File: config.mk
export PLATFORM = sky130hd
export DESIGN_NAME = tx_command_a_decoder
export DESIGN_NICKNAME = d
export VERILOG_FILES = /design/src/common/tx_cmd_pkg.sv /design/src/hdl/tx_command_a_decoder.sv
export VERILOG_INCLUDE_DIRS = /design/src /design/src/common
export SDC_FILE = /design/constraint.sdc
export NUM_CORES = 1
export LEC_CHECK = 0
export BUFFER_PORTS_ARGS = -buffer_cell sky130_fd_sc_hd__buf_2
export CAP_MARGIN = 20
export CORE_MARGIN = 1.5
export CORE_UTILIZATION = 54
export CTS_BUF_LIST = sky130_fd_sc_hd__clkbuf_4
export CTS_CLUSTER_SIZE = 40
export DETAILED_ROUTE_END_ITERATION = 16
export HOLD_SLACK_MARGIN = 0.1
export PLACE_DENSITY = 0.87
export SLEW_MARGIN = 20
export SYNTH_ARGS = -nofsm -noshare
export SYNTH_HDL_FRONTEND = slang
export SYNTH_SLANG_ARGS = --single-unit
File: constraint.sdc
create_clock -name ref_clk -period 2.1 [get_ports ref_clk]
set_input_delay 0.105 -clock ref_clk [delete_from_list [all_inputs] [get_ports ref_clk]]
set_output_delay 0.105 -clock ref_clk [all_outputs]
set_load 0.01 [all_outputs]
File: src/common/tx_cmd_cfg.svh
`ifndef TX_CMD_CFG_SVH
`define TX_CMD_CFG_SVH
// Command word A field positions
`define ALIGN_HI 25
`define ALIGN_LO 24
`define OFFSET_HI 20
`define OFFSET_LO 16
`define FIRST_BIT 13
`define LAST_BIT 12
`define SIZE_HI 10
`define SIZE_LO 0
// Command word B packet length field
`define PLEN_HI 10
`define PLEN_LO 0
// Alignment codes
`define ALIGN_4 2'h0
`define ALIGN_16 2'h1
`define ALIGN_32 2'h2
`define ALIGN_RSVD 2'h3
`endif

File: src/common/tx_cmd_pkg.sv
`default_nettype none
package tx_cmd_pkg;
    // Word position within one buffer
    typedef enum logic [1:0] {
        ST_CMD_A = 2'b00,
        ST_CMD_B = 2'b01,
        ST_DATA = 2'b10
    } state_e;
endpackage
`default_nettype wire

File: src/hdl/tx_command_a_decoder.sv
`timescale 1ns/1ps
`default_nettype none
`include "tx_cmd_cfg.svh"

module tx_command_a_decoder (
    input wire logic ref_clk,
    input wire logic nrst,
    input wire logic clk_en,
    input wire logic in_valid,
    input wire logic [31:0] in_data,
    output logic out_valid,
    output logic [31:0] out_data,
    output logic [3:0] out_byte_en,
    output logic out_first,
    output logic out_last,
    output logic first_fragment_flag,
    output logic [1:0] end_align,
    output logic [4:0] start_offset,
    output logic [10:0] buf_size,
    output logic transmit_error_flag,
    input wire logic error_clear
);
    // Word counter state
    tx_cmd_pkg::state_e state_r;
    // Words left in buffer, payload and total
    logic [11:0] data_left_r;
    logic [11:0] words_left_r;
    // Offset DWORDs still to skip
    logic [2:0] skip_r;
    // Latched command A fields
    logic last_seg_r;
    logic first_pend_r;
    logic [1:0] lane_r;
    logic [1:0] tail_r;
    // Per-packet size accumulator, one bit wider than a length so overshoot mismatches
    logic [11:0] sum_r;
    logic [11:0] sum_nxt;
    // Command A fields seen on the input word
    logic [10:0] cmd_size;
    logic [4:0] cmd_off;
    logic [1:0] cmd_align;
    // Byte span rounded up for DWORD counting
    logic [11:0] span;
    // DWORDs touched by offset plus payload
    logic [11:0] payload_words;
    // DWORDs the host really sends after padding
    logic [11:0] total_words;
    // Lane mask for the word now being taken
    logic [3:0] be_nxt;
    // Word accepted this cycle
    logic take;

    assign take = clk_en && in_valid;
    assign cmd_size = in_data[`SIZE_HI:`SIZE_LO];
    assign cmd_off = in_data[`OFFSET_HI:`OFFSET_LO];
    assign cmd_align = in_data[`ALIGN_HI:`ALIGN_LO];

    // Payload span in DWORDs from start of data area
    always_comb begin
        span = 12'(cmd_size) + 12'(cmd_off) + 12'h003;
        payload_words = {2'h0, span[11:2]};
        // Round up to alignment; padding is total minus payload
        case (cmd_align)
            `ALIGN_4: total_words = payload_words;
            `ALIGN_16: total_words = (payload_words + 12'h003) & 12'hFFC;
            `ALIGN_32: total_words = (payload_words + 12'h007) & 12'hFF8;
            default: total_words = payload_words;
        endcase
    end

    // Sum restarts on a first segment, otherwise accumulates
    always_comb begin
        // Read on every word, used only on command A
        if (in_data[`FIRST_BIT]) begin
            sum_nxt = 12'(cmd_size);
        end else begin
            sum_nxt = sum_r + 12'(cmd_size);
        end
    end

    // Sequencer over command A, command B and data words
    always_ff @(posedge ref_clk or negedge nrst) begin
        if (!nrst) begin
            state_r <= tx_cmd_pkg::ST_CMD_A;
            data_left_r <= 12'h000;
            words_left_r <= 12'h000;
            skip_r <= 3'h0;
        end else if (take) begin
            case (state_r)
                tx_cmd_pkg::ST_CMD_A: begin
                    state_r <= tx_cmd_pkg::ST_CMD_B;
                    skip_r <= cmd_off[4:2];
                    // Empty buffer carries no payload even with an unaligned offset
                    if (cmd_size == 11'h000) begin
                        data_left_r <= 12'h000;
                    end else begin
                        data_left_r <= payload_words - 12'(cmd_off[4:2]);
                    end
                    words_left_r <= total_words;
                end
                // Command B only carries the length, checked in the error process
                tx_cmd_pkg::ST_CMD_B: begin
                    // Zero size with zero offset gives no data words at all
                    state_r <= (words_left_r == 12'h000) ? tx_cmd_pkg::ST_CMD_A
                                                          : tx_cmd_pkg::ST_DATA;
                end
                // Offset words go first, then payload, then padding
                tx_cmd_pkg::ST_DATA: begin
                    words_left_r <= words_left_r - 12'h001;
                    if (skip_r != 3'h0) begin
                        skip_r <= skip_r - 3'h1;
                    end else if (data_left_r != 12'h000) begin
                        data_left_r <= data_left_r - 12'h001;
                    end
                    if (words_left_r == 12'h001) begin
                        state_r <= tx_cmd_pkg::ST_CMD_A;
                    end
                end
                default: state_r <= tx_cmd_pkg::ST_CMD_A;
            endcase
        end
    end

    // Decoded command A fields, held until the next command A
    always_ff @(posedge ref_clk or negedge nrst) begin
        if (!nrst) begin
            first_fragment_flag <= 1'b0;
            end_align <= 2'h0;
            start_offset <= 5'h00;
            buf_size <= 11'h000;
            last_seg_r <= 1'b0;
            first_pend_r <= 1'b0;
            lane_r <= 2'h0;
            tail_r <= 2'h0;
        end else if (take) begin
            if (state_r == tx_cmd_pkg::ST_CMD_A) begin
                first_fragment_flag <= in_data[`FIRST_BIT];
                end_align <= cmd_align;
                start_offset <= cmd_off;
                buf_size <= cmd_size;
                last_seg_r <= in_data[`LAST_BIT];
                // Lane mask waits for the first payload word
                first_pend_r <= 1'b1;
                lane_r <= cmd_off[1:0];
                // Byte count of the last payload word, 0 meaning full
                tail_r <= 2'(span[1:0] + 2'h1);
            end else if (state_r == tx_cmd_pkg::ST_DATA && skip_r == 3'h0) begin
                first_pend_r <= 1'b0;
            end
        end
    end

    // Packet length accumulation and check
    always_ff @(posedge ref_clk or negedge nrst) begin
        if (!nrst) begin
            sum_r <= 12'h000;
            transmit_error_flag <= 1'b0;
        end else if (clk_en) begin
            if (take && state_r == tx_cmd_pkg::ST_CMD_A) begin
                sum_r <= sum_nxt;
                // Set wins over a clear arriving in the same cycle
                if (cmd_align == `ALIGN_RSVD) begin
                    transmit_error_flag <= 1'b1;
                end else if (error_clear) begin
                    transmit_error_flag <= 1'b0;
                end
            end else if (take && state_r == tx_cmd_pkg::ST_CMD_B && last_seg_r
                         && sum_r != 12'(in_data[`PLEN_HI:`PLEN_LO])) begin
                transmit_error_flag <= 1'b1;
            end else if (error_clear) begin
                transmit_error_flag <= 1'b0;
            end
        end
    end

    // First word drops lanes below the offset, closing word drops unused top lanes
    always_comb begin
        be_nxt = 4'hF;
        if (first_pend_r) begin
            be_nxt = 4'(4'hF << lane_r);
        end
        // A one-word buffer takes both masks at once
        if (data_left_r == 12'h001 && tail_r != 2'h0) begin
            be_nxt = be_nxt & 4'(4'hF >> (3'h4 - {1'b0, tail_r}));
        end
    end

    // Output stream: offset and padding words dropped, lanes marked
    always_ff @(posedge ref_clk or negedge nrst) begin
        if (!nrst) begin
            out_valid <= 1'b0;
            out_data <= 32'h00000000;
            out_byte_en <= 4'h0;
            out_first <= 1'b0;
            out_last <= 1'b0;
        end else if (clk_en) begin
            // Padding and skipped words never raise out_valid
            out_valid <= take && state_r == tx_cmd_pkg::ST_DATA
                         && skip_r == 3'h0 && data_left_r != 12'h000;
            // Data copied on every enabled cycle; only out_valid qualifies it
            out_data <= in_data;
            out_first <= first_pend_r && first_fragment_flag;
            out_last <= data_left_r == 12'h001 && last_seg_r;
            out_byte_en <= be_nxt;
        end
    end
endmodule
`default_nettype wire

# After elaboration in Yosys (flattened, before gate mapping)
# Index checks and enable logic that the tools add are counted.
# W data, S select, Z words.
dict set report op_classes {
  add_sub_neg 11
  shifts 2
  n_bitwise 1
  eq_ne 12
  mux 20
  n_reduce_logical 28
}
# op count
set op_table {}
lappend op_table {{$mux W12} 4}
lappend op_table {{$pmux W12 S2} 2}
lappend op_table {{$eq A12 B1 Y1 const B} 2}
lappend op_table {{$sub A12 B1 Y12 const B} 2}
lappend op_table {{$pmux W11 S2} 1}
lappend op_table {{$add A11 B5 Y12} 1}
lappend op_table {{$add A12 B11 Y12} 1}
lappend op_table {{$add A12 B2 Y12 const B} 1}
lappend op_table {{$logic_and A1 B1 Y1} 12}
lappend op_table {{$logic_not A12 Y1} 1}
lappend op_table {{$ne A12 B11 Y1} 1}
lappend op_table {{$reduce_bool A12 Y1} 1}
lappend op_table {{$add A10 B2 Y11 const B} 1}
lappend op_table {{$add A10 B3 Y11 const B} 1}
lappend op_table {{$logic_not A11 Y1} 1}
lappend op_table {{$sub A10 B3 Y11} 1}
lappend op_table {{$reduce_and A2 Y1} 5}
lappend op_table {{$mux W4} 2}
lappend op_table {{$ne A2 B2 Y1 const B} 4}
lappend op_table {{$eq A2 B2 Y1 const B} 3}
lappend op_table {{$mux W1} 6}
lappend op_table {{$pmux W2 S3} 1}
lappend op_table {{$pmux W3 S2} 1}
lappend op_table {{$reduce_bool A2 Y1} 3}
lappend op_table {{14 further kinds} 16}
dict set report totals {
  out_inout_bits 59
  reg_bits 106
}

# Depth between registers and ports, before layout
dict set report logic_depth {
  ltp_word 6
  mapped_depth 14
  ltp_nobuf 14
}

# Least setup slack after synthesis
# OpenSTA, ideal clock, no wires.
dict set report synth_path {
  path_kind {input -> register}
  startpoint {input in_data[1]}
  endpoint {register data_left_r[8]}
  arrival_time_ns 2.890
  cell_stages 12
  path_slack_ns -0.916
  n_path_buf 0
  t_required_ns 1.974
  cell_sequence {inv_1 -> ha_1 -> inv_1 -> ha_1 -> fa_1 -> xor2_1 -> inv_1 -> fa_1 -> o221ai_1 -> nor2_1 -> xor2_1 -> a221o_1}
}
dict set report synth_via {
  elab_chain_len 5
  elab_cells_between_ends 6
}
# element line
set synth_rtl {}
lappend synth_rtl {{start: declaration} tx_command_a_decoder.sv:10} ;# input wire logic [31:0] in_data,
lappend synth_rtl {{$add A11 B5 Y12} tx_command_a_decoder.sv:60} ;# span = 12'(cmd_size) + 12'(cmd_off) + 12'h003;
lappend synth_rtl {{$add A12 B2 Y12} tx_command_a_decoder.sv:60}
lappend synth_rtl {{$sub A10 B3 Y11} tx_command_a_decoder.sv:97} ;# data_left_r <= payload_words - 12'(cmd_off[4:2]);
lappend synth_rtl {{$mux W12 *} tx_command_a_decoder.sv:94} ;# if (cmd_size == 11'h000) begin
lappend synth_rtl {{$pmux W12 S2 *} tx_command_a_decoder.sv:89} ;# case (state_r)
lappend synth_rtl {{end signal: assignment} tx_command_a_decoder.sv:97}
lappend synth_rtl {{end signal: assignment} tx_command_a_decoder.sv:113} ;# data_left_r <= data_left_r - 12'h001;
lappend synth_rtl {{end: declaration} tx_command_a_decoder.sv:26} ;# logic [11:0] data_left_r;
# Every way passes the cells marked *; elsewhere a longest branch is shown, timed or not.
# A chain may end at the register's enable or synchronous reset.

# Final worst setup path
dict set report layout_path {
  startpoint {input in_data[4]}
  endpoint {register data_left_r[11]}
}
# Same word-level chain as after synthesis.

==> summary.txt <==
Run status: finished, violations left
Failing checks: negative setup slack
Number of flops mapped to enable cells by yosys: 0
Fraction of final layout cells sized beyond drive strength 1: 0.380
Setup violations, final: 23
Placed cells: 1026
Number of inserted filler cells in the final layout: 714
Share of the clock period used by the worst path after layout: 1.19
Critical Path Sink Type: flip-flop
Clock buffer count from CTS: 9
Vias after detailed routing: 7458
Number of antenna violations at the first check in global routing: 0
Maximum buffer depth of the clock tree: 2
Headroom to the max-slew limit: 0.568
Routability cong.: 0.935
Leakage component of the power: 4.07 nW
Routed Wire Length: 26.5 mm
Area taken by flip-flops and latches: 0.00260 mm^2
Worst hold slack after final layout: 0.112 ns
Clock Skews: 0.0276 ns
Worst r2r path cells: 12
Max incr delay on CP: 0.46 ns
Count of final hold-check violations: 0
Count leader, synth: sky130_fd_sc_hd__dfrtp_1
I/O Pins: 96
CTS clk-pin slew, worst paths: 0.18 ns
Count of state elements after synthesis: 104
Die Footprint: 0.0130 mm^2
Worst ir drop on vdd: 0.000844 V
Path type of the worst min-delay path: input pin to async pin
Number of antenna-violating nets in the routed design: 0
Mean routed wirelength per cell: 24.1 um
CP max-delay cell: sky130_fd_sc_hd__a211oi_1
Clock tree from TritonCTS: built
Share of the synthesized area in the top cell type: 0.392
Mean instance size in the synthesized netlist: 9.19 um^2
Sink Count: 104
Cell taking the most area after synthesis: sky130_fd_sc_hd__dfrtp_1
Global-route total usage across every layer: 0.373
Flip-flop cell with the highest count after synthesis: sky130_fd_sc_hd__dfrtp_1
CP delay by family, top: compound AO/OA/AOI/OAI gates
Initial cell density of the core: 0.552
Worst EP required: 2.52 ns
Number of rows in the core area: 40
Half-perimeter wire length of the detailed placement result: 13.6 mm
Min cycle time layout: 2.51 ns
Unique cell type count in the Yosys netlist: 76
Power density over cell area: 1090 mW/mm^2
Max-cap viol count: 0
Post-synthesis cell count: 722
Number of antenna cells inserted: 0
Area overhead of the layout relative to synthesis: 37.1%
Total non-filler cell area in the finished layout: 0.00909 mm^2
Post-synth net total: 795
Detailed router's first-iteration violation count: 1030
Fraction of registers with async set or reset after synthesis: 1.00
Number of warnings printed during yosys synthesis: 0
Area of the multi-input gates: 0.00416 mm^2
Register area share after synthesis: 0.392
Worst-Margin Slew: 0.648 ns
Die Span X: 114 um
Via count of the first global-routing pass: 7268
Highest Clock Rate: 399 MHz
Critical path depth: 12
Overall die height: 114 um
Crit path DAT: 2.93 ns
Startpoint class of the critical path: input pin
CTS root buffer: sky130_fd_sc_hd__clkbuf_4
Unrepaired setup endpoints after global routing: true
DR vias/cell: 6.78
DRC violation count after routing: 0
Synth top area cells: sky130_fd_sc_hd__dfrtp_1, sky130_fd_sc_hd__ha_1, sky130_fd_sc_hd__mux2_2, sky130_fd_sc_hd__nand2_1, sky130_fd_sc_hd__o21ai_0
Final Slew Violations: 0
Iteration count of the initial detailed-routing pass: 7
Combined area of all synthesized cells: 0.00663 mm^2
Most numerous cell types in the synthesized netlist: sky130_fd_sc_hd__dfrtp_1, sky130_fd_sc_hd__nand2_1, sky130_fd_sc_hd__o21ai_0
Non-Filler Instances: 1100
Total placed instance area: 0.00802 mm^2
Critical path, cell by cell: buf_2, ha_1, ha_1, buf_4, o21a_1, a211oi_1, o211ai_1, nand4_1, nor2_2, buf_4, a32oi_1, o21ai_0
Maximum fanout encountered on the critical timing path: 4
Remaining global-route overflow: 0
Core Footprint: 0.0120 mm^2
Worst-skew pair later-pin latency: 0.54 ns
Final #Nets: 1021
IO Port Bufs: 95
Placement-stage worst setup slack: -0.864 ns
Largest net degree at the start of global routing: 105
PnR worst setup slack: -0.408 ns
Global-route wire length before repair: 37.4 mm
Crit path buffers/inverters: 3
H-tree levels: 3
Critical Setup Path Class: input pin to flip-flop
-- kinds of logic after synthesis --
family	count (synthesis)	share of synthesized area
muxes	42	0.0707
xor gates and xnor gates	19	0.0279
DFF	104	0.392
adders and majority gates	36	0.0713
AOI/OAI and AO/OA	205	0.212
buffers and inverters	75	0.0477
and+or+nand+nor	241	0.178
-- power by group --
group	internal, mW	switching (mW)
combinational	2.45	3.16
sequential	2.65	0.583
clock	0.286	0.816
total	5.38	4.56
-- worst paths after layout --
check	start	to	slack [ns]
min reg2reg	end_align[0]	end_align[0]	0.49
max	in_data[4]	data_left_r[11]	-0.41
max in group asynchronous	nrst	sum_r[0]	1.49
min in group ref_clk	in_data[16]	tail_r[1]	0.13
min	nrst	words_left_r[4]	0.11
max reg2reg	sum_r[0]	sum_r[2]	-0.19
-- per-stage QoR --
step,power (mW),utilization,setup TNS (ns)
finish,9.94,0.757,-5.23
CTS,8.95,0.736,-0.612
floorplan,5.81,-,-5.87
detailed placement,7.53,0.668,-13.02
global route,10.3,0.757,-6.46
global placement,7.34,0.668,-12.04
-- registers in the layout (all words and copies together), names as in the netlist --
register / flops
buf_size: 11
data_left_r: 12
end_align: 2
first_fragment_flag: 1
first_pend_r: 1
last_seg_r: 1
out_byte_en: 4
out_data: 32
out_first: 1
out_last: 1
out_valid: 1
skip_r: 3
start_offset: 5
state_r: 2
sum_r: 12
tail_r: 2
transmit_error_flag: 1
words_left_r: 12
-- worst min-delay path: stages --
cell                            delay [ns]
sky130_fd_sc_hd__dlygate4sd3_1        0.53
sky130_fd_sc_hd__buf_4                0.12
sky130_fd_sc_hd__buf_12               0.37
-- layout make-up --
class                      instances  area share
sequential                       104       0.286
clock buffer                      10     0.00826
inverter                          36      0.0168
multi-input combinational        543       0.457
tap                              147      0.0202
timing repair buffer             254       0.205
clock inverter                     6     0.00619
-- routing by layer --
layer / part of all wire / track usage
met5: 0 / 0
met3: 0.12 / 0.108
met2: 0.46 / 0.614
met4: 0.090 / 0.233
met1: 0.33 / 0.429
-- timing repair --
action	4_1_cts	5_1_grt
pin swaps	23	17
setup buffers	8	10
hold buffers	42	0
endpoints found under the hold margin	170	0
endpoints found under the setup margin	22	30
resized for setup	40	54
-- placed cells by master (no fill, tap or decap), drive strengths merged, types with 33 or more instances in the layout --
cell type,count
dfrtp,104
o21ai,69
mux2,36
a21oi,39
nor2,42
nand2,91
inv,40
buf,212
ha,33
dlygate4sd3,42
No activity file was read; power rests on OpenSTA's default activity.
